==> src/rtl/rmcs_defines.vh <==
`ifndef RMCS_DEFINES_VH
`define RMCS_DEFINES_VH

// register byte addresses
`define RMCS_ADDR_FILL_WIN      7'h09
`define RMCS_ADDR_LEAK_WIN      7'h0A
`define RMCS_ADDR_BUCKET        7'h0B
`define RMCS_ADDR_RAISE         7'h0C
`define RMCS_ADDR_CLEAR         7'h0D
`define RMCS_ADDR_TRIM_LO       7'h0E
`define RMCS_ADDR_TRIM_HI       7'h0F
`define RMCS_ADDR_DISQ_LO       7'h10
`define RMCS_ADDR_DISQ_HI       7'h11
`define RMCS_ADDR_QUAL_LO       7'h12
`define RMCS_ADDR_QUAL_HI       7'h13
`define RMCS_ADDR_QUAL_DELAY    7'h14
`define RMCS_ADDR_REF_INDEX     7'h15
`define RMCS_ADDR_OFFSET_LO     7'h16
`define RMCS_ADDR_OFFSET_HI     7'h17
`define RMCS_ADDR_ACT_LO        7'h18
`define RMCS_ADDR_ACT_HI        7'h19
`define RMCS_ADDR_QFLAG_LO      7'h1A
`define RMCS_ADDR_QFLAG_HI      7'h1B
`define RMCS_ADDR_MODE          7'h1C
`define RMCS_ADDR_BANDWIDTH     7'h1D

// reset values
`define RMCS_RST_FILL_WIN       4'h0
`define RMCS_RST_LEAK_WIN       4'h3
`define RMCS_RST_BUCKET         6'h14
`define RMCS_RST_RAISE          6'h0F
`define RMCS_RST_CLEAR          6'h0A
`define RMCS_RST_TRIM           11'h000
`define RMCS_RST_DISQ           10'h06E
`define RMCS_RST_QUAL           10'h064
`define RMCS_RST_QUAL_DELAY     6'h0A
`define RMCS_RST_REF_INDEX      4'h1
`define RMCS_RST_MODE           8'h00
`define RMCS_RST_BANDWIDTH      5'h06

// field limits and positions
`define RMCS_REF_MAX            4'hC
`define RMCS_RAISE_MAX          6'h3F
`define RMCS_CLEAR_MAX          6'h3E
`define RMCS_BW_MAX             5'h0A
`define RMCS_MODE_MASK          8'h3D
`define RMCS_MODE_PHASE_ALIGN   0
`define RMCS_MODE_HO_SOURCE     2
`define RMCS_MODE_REVERTIVE     3
`define RMCS_MODE_AUTO          4
`define RMCS_MODE_PULLIN_POL    5
`define RMCS_OFFSET_OOR         12'h800

// timing
`define RMCS_CLK_PERIOD_NS      20
`define RMCS_MS_NS              1000000
`define RMCS_MS_CYCLES          (`RMCS_MS_NS / `RMCS_CLK_PERIOD_NS)

`endif

==> src/rtl/rmcs_reg_bank.v <==
// What this block does
// fill window lasts (m+1) ms, m four bits, 1 to 16 ms
// leak window is (n+1) fill windows, n resets to 3
// bucket size zero switches the activity monitor off, no alarm
// nonzero bucket size below raise level is rejected; resets to 20
// raise level taken only above clear level and within bucket size; resets 15
// clear level taken only below raise level; resets 10
// bucket fills per idle fill window, drains per leak window, alarm hysteresis
// freerun trim is 11-bit two's complement over two bytes, resets zero
// disqualify span 10 bits, resets 110, also the pull-in range
// qualify span 10 bits unsigned, resets 100
// qualify delay six bits in seconds, resets 10
// readout index accepts 1 to 12 only, resets 1
// readout shows 12-bit offset, -2048 when out of range
// readout high nibble carries the detected frequency code
// activity flags per reference plus both cross-couple inputs, 1 means active
// qualified flags per reference, 1 means qualified
// mode bits: align 0, holdover source 2, revertive 3, auto 4, pull-in policy 5
// phase align bit picks arbitrary phase or aligned phase
// holdover source bit picks device history or user history
// manual mode out of pull-in: policy 0 keeps tracking, 1 stops
// bandwidth code 0 to 10 valid, reset 6
// lsb read latches upper bytes into a holding register
// multibyte writes held, committed on the most significant byte
`timescale 1ns/100ps
`include "rmcs_defines.vh"

module rmcs_reg_bank #(
  parameter MS_CYCLES = `RMCS_MS_CYCLES,
  parameter NUM_REFS  = 12
) (
  input  wire                   clk,
  input  wire                   reset,
  input  wire                   spi_cs_n,
  input  wire                   spi_sclk,
  input  wire                   spi_sdi,
  output reg                    spi_sdo,
  output wire                   spi_sdo_oe,
  input  wire [NUM_REFS-1:0]    ref_edge,
  input  wire                   primary_crosscouple_sync_input,
  input  wire                   secondary_crosscouple_sync_input,
  input  wire [12*NUM_REFS-1:0] ref_offset,
  input  wire [NUM_REFS-1:0]    ref_out_of_range,
  input  wire [4*NUM_REFS-1:0]  ref_freq_code,
  input  wire [NUM_REFS-1:0]    ref_qualified,
  input  wire                   selected_ref_outside_pullin,
  output reg  [10:0]            freerun_trim,
  output reg  [9:0]             disqualify_span,
  output reg  [9:0]             qualify_span,
  output reg  [5:0]             qualify_delay_seconds,
  output reg  [4:0]             primary_loop_bandwidth,
  output reg                    phase_align,
  output reg                    holdover_source_select,
  output reg                    revertive,
  output reg                    auto_select,
  output reg                    out_of_pullin_policy,
  output reg                    primary_track_enable,
  output reg  [NUM_REFS+1:0]    activity_alarm
);

  localparam NMON = NUM_REFS + 2;

  // spi slave, pins sampled on clk so sclk must be well below clk/4
  reg        sclk_q;
  reg [4:0]  bit_cnt;
  reg [7:0]  rx_shift;
  reg [7:0]  cmd;
  reg [7:0]  tx_shift;
  wire       sclk_rise = spi_sclk & ~sclk_q;
  wire       sclk_fall = ~spi_sclk & sclk_q;
  wire       cmd_done  = sclk_rise & ~spi_cs_n & (bit_cnt == 5'd7);
  wire       data_done = sclk_rise & ~spi_cs_n & (bit_cnt == 5'd15);
  wire [7:0] rx_byte   = {rx_shift[6:0], spi_sdi};
  wire       wr_strobe = data_done & ~cmd[7];
  wire [6:0] wr_addr   = cmd[6:0];
  wire       rd_strobe = cmd_done & rx_byte[7];
  wire [6:0] rd_addr   = rx_byte[6:0];

  assign spi_sdo_oe = ~spi_cs_n;

  // register storage
  reg [3:0]  fill_window;
  reg [3:0]  leak_window_multiple;
  reg [5:0]  bucket_capacity;
  reg [5:0]  alarm_raise_level;
  reg [5:0]  alarm_clear_level;
  reg [3:0]  readout_reference_index;
  reg [7:0]  primary_generator_mode;
  reg [7:0]  wr_hold;
  reg [15:0] rd_hold;

  function lsb_of_pair;
    input [6:0] a;
    begin
      lsb_of_pair = (a == `RMCS_ADDR_TRIM_LO) | (a == `RMCS_ADDR_DISQ_LO) |
                    (a == `RMCS_ADDR_QUAL_LO) | (a == `RMCS_ADDR_OFFSET_LO) |
                    (a == `RMCS_ADDR_ACT_LO) | (a == `RMCS_ADDR_QFLAG_LO);
    end
  endfunction

  // readout of the indexed reference
  reg [3:0]  sel_idx;
  reg [11:0] sel_offset;
  reg [3:0]  sel_freq;
  reg        sel_oor;
  integer    k;
  always @* begin
    sel_idx    = readout_reference_index - 4'h1;
    sel_offset = 12'h000;
    sel_freq   = 4'h0;
    sel_oor    = 1'b0;
    for (k = 0; k < NUM_REFS; k = k + 1) begin
      if (sel_idx == k[3:0]) begin
        sel_offset = ref_offset[12*k +: 12];
        sel_freq   = ref_freq_code[4*k +: 4];
        sel_oor    = ref_out_of_range[k];
      end
    end
  end

  wire [11:0] shown_offset = sel_oor ? `RMCS_OFFSET_OOR : sel_offset;
  wire [15:0] offset_word  = {sel_freq, shown_offset};
  wire [15:0] act_word     = {2'b00, ~activity_alarm[NMON-1:0]};
  wire [15:0] qual_word    = {{(16-NUM_REFS){1'b0}}, ref_qualified};

  // word view of multibyte registers, addressed by their lsb byte
  reg [15:0] word_val;
  reg [7:0]  byte_val;
  always @* begin
    case (rd_addr)
      `RMCS_ADDR_TRIM_LO:   word_val = {5'h00, freerun_trim};
      `RMCS_ADDR_DISQ_LO:   word_val = {6'h00, disqualify_span};
      `RMCS_ADDR_QUAL_LO:   word_val = {6'h00, qualify_span};
      `RMCS_ADDR_OFFSET_LO: word_val = offset_word;
      `RMCS_ADDR_ACT_LO:    word_val = act_word;
      `RMCS_ADDR_QFLAG_LO:  word_val = qual_word;
      default:              word_val = 16'h0000;
    endcase
    case (rd_addr)
      `RMCS_ADDR_FILL_WIN:   byte_val = {4'h0, fill_window};
      `RMCS_ADDR_LEAK_WIN:   byte_val = {4'h0, leak_window_multiple};
      `RMCS_ADDR_BUCKET:     byte_val = {2'b00, bucket_capacity};
      `RMCS_ADDR_RAISE:      byte_val = {2'b00, alarm_raise_level};
      `RMCS_ADDR_CLEAR:      byte_val = {2'b00, alarm_clear_level};
      `RMCS_ADDR_QUAL_DELAY: byte_val = {2'b00, qualify_delay_seconds};
      `RMCS_ADDR_REF_INDEX:  byte_val = {4'h0, readout_reference_index};
      `RMCS_ADDR_MODE:       byte_val = primary_generator_mode;
      `RMCS_ADDR_BANDWIDTH:  byte_val = {3'b000, primary_loop_bandwidth};
      `RMCS_ADDR_TRIM_HI,
      `RMCS_ADDR_DISQ_HI,
      `RMCS_ADDR_QUAL_HI,
      `RMCS_ADDR_OFFSET_HI,
      `RMCS_ADDR_ACT_HI,
      `RMCS_ADDR_QFLAG_HI:   byte_val = rd_hold[15:8];
      default:               byte_val = lsb_of_pair(rd_addr) ? word_val[7:0] : 8'h00;
    endcase
  end

  // serial shifting
  always @(posedge clk) begin
    if (reset) begin
      sclk_q   <= 1'b0;
      bit_cnt  <= 5'd0;
      rx_shift <= 8'h00;
      cmd      <= 8'h00;
      tx_shift <= 8'h00;
      spi_sdo  <= 1'b0;
      rd_hold  <= 16'h0000;
    end else begin
      sclk_q <= spi_sclk;
      if (spi_cs_n) begin
        bit_cnt <= 5'd0;
      end else if (sclk_rise) begin
        rx_shift <= rx_byte;
        if (bit_cnt != 5'd16)
          bit_cnt <= bit_cnt + 5'd1;
        if (cmd_done)
          cmd <= rx_byte;
      end
      if (rd_strobe) begin
        tx_shift <= {byte_val[6:0], 1'b0};
        spi_sdo  <= byte_val[7];
        if (lsb_of_pair(rd_addr))
          rd_hold <= word_val;
      end else if (sclk_fall & ~spi_cs_n & (bit_cnt > 5'd8)) begin
        spi_sdo  <= tx_shift[7];
        tx_shift <= {tx_shift[6:0], 1'b0};
      end
    end
  end

  // register writes with validity checks
  wire [5:0] wd6 = rx_byte[5:0];
  always @(posedge clk) begin
    if (reset) begin
      fill_window             <= `RMCS_RST_FILL_WIN;
      leak_window_multiple    <= `RMCS_RST_LEAK_WIN;
      bucket_capacity         <= `RMCS_RST_BUCKET;
      alarm_raise_level       <= `RMCS_RST_RAISE;
      alarm_clear_level       <= `RMCS_RST_CLEAR;
      freerun_trim            <= `RMCS_RST_TRIM;
      disqualify_span         <= `RMCS_RST_DISQ;
      qualify_span            <= `RMCS_RST_QUAL;
      qualify_delay_seconds   <= `RMCS_RST_QUAL_DELAY;
      readout_reference_index <= `RMCS_RST_REF_INDEX;
      primary_generator_mode  <= `RMCS_RST_MODE;
      primary_loop_bandwidth  <= `RMCS_RST_BANDWIDTH;
      wr_hold                 <= 8'h00;
    end else if (wr_strobe) begin
      case (wr_addr)
        `RMCS_ADDR_FILL_WIN: fill_window <= rx_byte[3:0];
        `RMCS_ADDR_LEAK_WIN: leak_window_multiple <= rx_byte[3:0];
        `RMCS_ADDR_BUCKET:
          if (rx_byte[7:6] == 2'b00 && (wd6 == 6'h00 || wd6 >= alarm_raise_level))
            bucket_capacity <= wd6;
        `RMCS_ADDR_RAISE:
          if (rx_byte[7:6] == 2'b00 && wd6 != 6'h00 && wd6 <= `RMCS_RAISE_MAX &&
              wd6 > alarm_clear_level && wd6 <= bucket_capacity)
            alarm_raise_level <= wd6;
        `RMCS_ADDR_CLEAR:
          if (rx_byte[7:6] == 2'b00 && wd6 <= `RMCS_CLEAR_MAX && wd6 < alarm_raise_level)
            alarm_clear_level <= wd6;
        `RMCS_ADDR_TRIM_LO,
        `RMCS_ADDR_DISQ_LO,
        `RMCS_ADDR_QUAL_LO:  wr_hold <= rx_byte;
        `RMCS_ADDR_TRIM_HI:  freerun_trim <= {rx_byte[2:0], wr_hold};
        `RMCS_ADDR_DISQ_HI:  disqualify_span <= {rx_byte[1:0], wr_hold};
        `RMCS_ADDR_QUAL_HI:  qualify_span <= {rx_byte[1:0], wr_hold};
        `RMCS_ADDR_QUAL_DELAY: qualify_delay_seconds <= wd6;
        `RMCS_ADDR_REF_INDEX:
          if (rx_byte != 8'h00 && rx_byte <= {4'h0, `RMCS_REF_MAX})
            readout_reference_index <= rx_byte[3:0];
        `RMCS_ADDR_MODE: primary_generator_mode <= rx_byte & `RMCS_MODE_MASK;
        `RMCS_ADDR_BANDWIDTH:
          if (rx_byte <= {3'b000, `RMCS_BW_MAX})
            primary_loop_bandwidth <= rx_byte[4:0];
        default: wr_hold <= wr_hold;
      endcase
    end
  end

  // mode decode toward the timing generator
  always @(posedge clk) begin
    if (reset) begin
      phase_align            <= 1'b0;
      holdover_source_select <= 1'b0;
      revertive              <= 1'b0;
      auto_select            <= 1'b0;
      out_of_pullin_policy   <= 1'b0;
      primary_track_enable   <= 1'b1;
    end else begin
      phase_align            <= primary_generator_mode[`RMCS_MODE_PHASE_ALIGN];
      holdover_source_select <= primary_generator_mode[`RMCS_MODE_HO_SOURCE];
      revertive              <= primary_generator_mode[`RMCS_MODE_REVERTIVE];
      auto_select            <= primary_generator_mode[`RMCS_MODE_AUTO];
      out_of_pullin_policy   <= primary_generator_mode[`RMCS_MODE_PULLIN_POL];
      // tracking stops only in manual mode with policy 1 while the selected reference is outside pull-in
      primary_track_enable   <= ~(~primary_generator_mode[`RMCS_MODE_AUTO] &
                                  selected_ref_outside_pullin &
                                  primary_generator_mode[`RMCS_MODE_PULLIN_POL]);
    end
  end

  // leaky bucket activity monitor
  reg [16:0] ms_cnt;
  reg [3:0]  win_ms;
  reg [3:0]  leak_cnt;
  reg [NMON-1:0] seen;
  reg [5:0]  bucket [0:NMON-1];
  wire       ms_tick  = (ms_cnt == MS_CYCLES - 1);
  wire       fill_end = ms_tick & (win_ms == fill_window);
  wire       leak_end = fill_end & (leak_cnt == leak_window_multiple);
  wire [NMON-1:0] act_in = {secondary_crosscouple_sync_input,
                            primary_crosscouple_sync_input, ref_edge};

  function [5:0] next_level;
    input [5:0] lvl;
    input       idle;
    input       drain;
    input [5:0] cap;
    reg   [5:0] t;
    begin
      t = (idle && lvl < cap) ? lvl + 6'd1 : lvl;
      next_level = (drain && t != 6'd0) ? t - 6'd1 : t;
    end
  endfunction

  integer   i;
  always @(posedge clk) begin
    if (reset) begin
      ms_cnt         <= 17'd0;
      win_ms         <= 4'h0;
      leak_cnt       <= 4'h0;
      seen           <= {NMON{1'b0}};
      activity_alarm <= {NMON{1'b0}};
      for (i = 0; i < NMON; i = i + 1)
        bucket[i] <= 6'd0;
    end else begin
      ms_cnt <= ms_tick ? 17'd0 : ms_cnt + 17'd1;
      if (fill_end) begin
        win_ms   <= 4'h0;
        leak_cnt <= leak_end ? 4'h0 : leak_cnt + 4'h1;
      end else if (ms_tick) begin
        win_ms <= win_ms + 4'h1;
      end
      // activity in the closing cycle counts for the next window, not lost
      seen <= fill_end ? act_in : (seen | act_in);
      for (i = 0; i < NMON; i = i + 1) begin
        if (bucket_capacity == 6'd0) begin
          bucket[i]         <= 6'd0;
          activity_alarm[i] <= 1'b0;
        end else if (fill_end) begin
          bucket[i] <= next_level(bucket[i], ~seen[i], leak_end, bucket_capacity);
          if (next_level(bucket[i], ~seen[i], leak_end, bucket_capacity)
              >= alarm_raise_level)
            activity_alarm[i] <= 1'b1;
          else if (next_level(bucket[i], ~seen[i], leak_end, bucket_capacity)
                   <= alarm_clear_level)
            activity_alarm[i] <= 1'b0;
        end
      end
    end
  end

endmodule // rmcs_reg_bank

==> config.mk <==
export PLATFORM = sky130hd
export DESIGN_NAME = rmcs_reg_bank
export DESIGN_NICKNAME = d
export VERILOG_FILES = /design/src/rtl/rmcs_reg_bank.v
export VERILOG_INCLUDE_DIRS = /design/src /design/src/rtl
export SDC_FILE = /design/constraint.sdc
export NUM_CORES = 1
export LEC_CHECK = 0
export BUFFER_PORTS_ARGS = -buffer_cell sky130_fd_sc_hd__buf_2
export CAP_MARGIN = 0
export CORE_ASPECT_RATIO = 1.1
export CORE_MARGIN = 3
export CORE_UTILIZATION = 56
export DETAILED_ROUTE_END_ITERATION = 10
export PLACE_DENSITY = 0.78
export SLEW_MARGIN = 20
export SYNTH_ARGS = -nofsm -noshare
export SYNTH_HDL_FRONTEND = slang
export SYNTH_SLANG_ARGS = --single-unit
==> constraint.sdc <==
create_clock -name clk -period 4.8 [get_ports clk]
set_input_delay 0.72 -clock clk [delete_from_list [all_inputs] [get_ports clk]]
set_output_delay 0.72 -clock clk [all_outputs]
set_load 0.05 [all_outputs]
==> flow_summary.yaml <==
power:
  powerDensity_mw_per_mm2: 214
  p_clk_frac: 0.433
  p_sw_uw: 1600
  netSwitchingFraction: 0.273
  pwr-share-seq: 0.412
  p_leak_uw: 0.0117
  vdd_ir_drop_max_v: 0.000251
  power_frac_comb: 0.155
  fin_total_pwr_uw: 5850
  p_int_uw: 4250
global_route:
  grtUsageTotal: 0.374
  grt_overflow: 0
  grt_max_degree: 82
  grt_first_pass_wirelength_um: 126000
  antenna_found_initial: 17
  grt_pass1_vias: 22251
drt:
  drc: 1
  ant_nets: 0
  dr.pass1.iters: 9
  vias: 23376
  routed_wl_um: 85600
  vias_per_cell: 6.57
  drt_iter0_drc: 2093
  wl_per_cell_um: 24.1
floorplanning:
  pin_count: 300
  start_util: 0.569
  core.rowCount: 77
  die-area_mm2: 0.0434
  die_h_um: 218
  die_w_um: 199
  coreArea_mm2: 0.0403
status:
  outcome: "complete, but fails checks"
  violations: "design-rule violations"
synthesis:
  synthSimpleGateAreaFrac: 0.217
  netlist_area_mm2: 0.0229
  yosysUniqueCellTypes: 99
  synth_compound_area_frac: 0.187
  ys_ff_latch: 265
  synth_common_cells: "ha_1 (304), nor2_1 (253), a21oi_1 (187), nand2_1 (187), dfxtp_1 (181)"
  synthFlopType: "dfxtp_1"
  synth_top_family_by_area: "simple AND/OR/NAND/NOR gates"
  yosysMostFrequentCell: "ha_1"
  yosysSeqAreaShare: 0.268
  synth.net_count: 3218
  async_reset_ff_frac: 0
  syn_area_per_cell_um2: 8.56
  yosys.area.top_type: "ha_1"
  synth_edf_count: 84
  synth_warnings: 0
  synth-xor-area-share: 0.0585
  muxShareOfSynthArea: 0.0733
  synth.area.top_cells: "ha_1 (17%), dfxtp_1 (16%), edfxtp_1 (11%), mux2i_1 (6.3%), nor2_1 (4.1%)"
  synthCells: 2678
  synth_fa_ha_area_frac: 0.166
  synth_top_cell_area_share: 0.166
timing:
  setup_viol: 0
  hold_viol: 0
  worst_slew_pin_slew_ps: 1160
  post-route-period-util: 0.979
  max-slew-margin-rel: 0.224
  slew_viol_final: 0
  rsz0062_at_grt: "true"
  max_clock_freq_ghz: 0.213
  period_minus_slack_ps: 4700
  postLayoutSetupSlackWorst_ps: 103
  fin_worst_skew_ps: 19.7
clock_tree:
  path_clk_slew_ps: 70
  cts_buffers: 30
  numClockSinks: 265
  cts_root_buf: "clkbuf_16"
  worst_skew_pair.late_latency_ps: 600
  cts_tree: "built"
  clockBufferDepth: 3
  htreeDepth: 1
place:
  globalplace.congestion: 1.00
  io_buffers: 299
  place_area_mm2: 0.0252
  dp_slack_ps: -211
  dp_hpwl_um: 59700
finish:
  layout-drive-gt1-share: 0.210
  fin_util: 0.679
  fin_nets: 3545
  fin_area_mm2: 0.0273
  syn_to_final_growth_pct: 19.3
worst_setup_path:
  critPathMaxStageDelay_ps: 370
  r2r_slack_ps: 100
  path_class: "reg -> reg"
  crit_path_end_kind: "flip-flop"
  critPathArrivalTime_ps: 5140
  cp_cell_sequence: "clkinvlp_4, buf_4, ha_1, and3_1, a21oi_2, mux2i_2, ha_4, nor4b_4, mux2i_4, nor3_2, a311o_1, mux2i_2, ha_1, nor2b_1, o21a_1, o21a_1, o21ai_0, nand2b_1, a21oi_1, a31oi_1, o21ai_0, a21oi_1"
  start_kind: "flip-flop"
  crit_required_ps: 5240
  path_max_fanout: 5
  slowest_stage: "dfxtp_2"
worst_hold_path:
  min_path_type: "in -> reg"
flow_run:
  drv_cap: 0
critical path: cells and delay by family, from the launching register on:
kind | cells | cell delay, ps
multiplexers | 3 | 790
buffers and inverters | 2 | 390
adder cells (fa/ha/maj) | 3 | 770
AND/OR/NAND/NOR | 5 | 880
flip-flops | 1 | 370
AO/OA/AOI/OAI | 9 | 1320
metrics by stage:
| stage | setup TNS, ps | hold WS (ps) | instances |
|---|---|---|---|
| 4_1_cts | -27.4 | 306 | 3496 |
| 3_3_place_gp | -3.84 | 424 | 3438 |
| 2_1_floorplan | 0 | 413 | 2678 |
| 6_report | 0 | 313 | 3559 |
| 3_5_place_dp | -454 | 452 | 3438 |
| 5_1_grt | -618 | 314 | 3548 |
placed cells by master, fill, tap and decap left out, drive strengths merged, types with 25 or more instances in the layout:
master / count
buf: 418
nand4: 36
xnor2: 87
nor2b: 90
clkbuf: 48
a21oi: 189
nand2: 189
mux2i: 145
edfxtp: 84
and2: 80
nor3: 42
a211oi: 25
nand2b: 61
nor2: 255
a31oi: 34
nand3: 79
ha: 304
o21a: 33
o211ai: 29
xor2: 66
o21ai: 155
a21o: 26
and3: 39
inv: 50
dfxtp: 181
layer usage:
layer  part of all wire  global-route usage  vias to the layer above
li1                   -                   -                    10549
met1               0.35               0.415                    10950
met2               0.45               0.591                     1436
met3               0.11               0.123                      437
met4              0.089               0.286                        4
met5            0.00036                   0                        -
cell type report:
type                            count  area [µm²]
Antenna cell                       17        42.5
Tap cell                          513         642
Sequential cell                   265        6160
Timing Repair Buffer              418        2460
Fill cell                        3138       12900
Inverter                           54         214
Multi-Input combinational cell   2236       16700
Clock buffer                       48        1040
Clock inverter                      8        57.6
state kept, by name (all words and copies together), names as in the netlist, 8 cells and up:
register and count:
rd_hold 8, disqualify_span 10, seen 14, bucket 84, qualify_span 10, ms_cnt 17, freerun_trim 11, cmd 8
wr_hold 8, activity_alarm 14
kinds of logic after synthesis:
family,Yosys count
xor gates and xnor gates,153
muxes,164
buffers and inverters,177
DFF,265
adders and majority gates,304
AOI/OAI and AO/OA,653
and+or+nand+nor,962
power groups by stage:
stage	sequential (µW)	clock, µW	combinational (µW)
3_5_place_dp	2450	0	763
5_1_grt	2410	2610	994
2_1_floorplan	2430	0	505
4_1_cts	2400	2520	776
6_report	2410	2530	907
3_3_place_gp	2450	0	726
timing repair:
action,in CTS,in global routing
resized for setup,8,128
setup buffers,2,46
setup endpoints to repair,5,14
pin swaps,0,19
hold buffers,0,0
worst paths after layout:
check / depth (start not counted) / startpoint / end
setup / recovery: 22 / bucket_capacity[5] / activity_alarm[7]
hold / removal: 2 / selected_ref_outside_pullin / primary_track_enable
setup reg to reg: 22 / bucket_capacity[5] / activity_alarm[7]
hold reg to reg: 1 / ms_cnt[0] / ms_cnt[0]
Note: power is estimated with default switching activity, not from simulation.
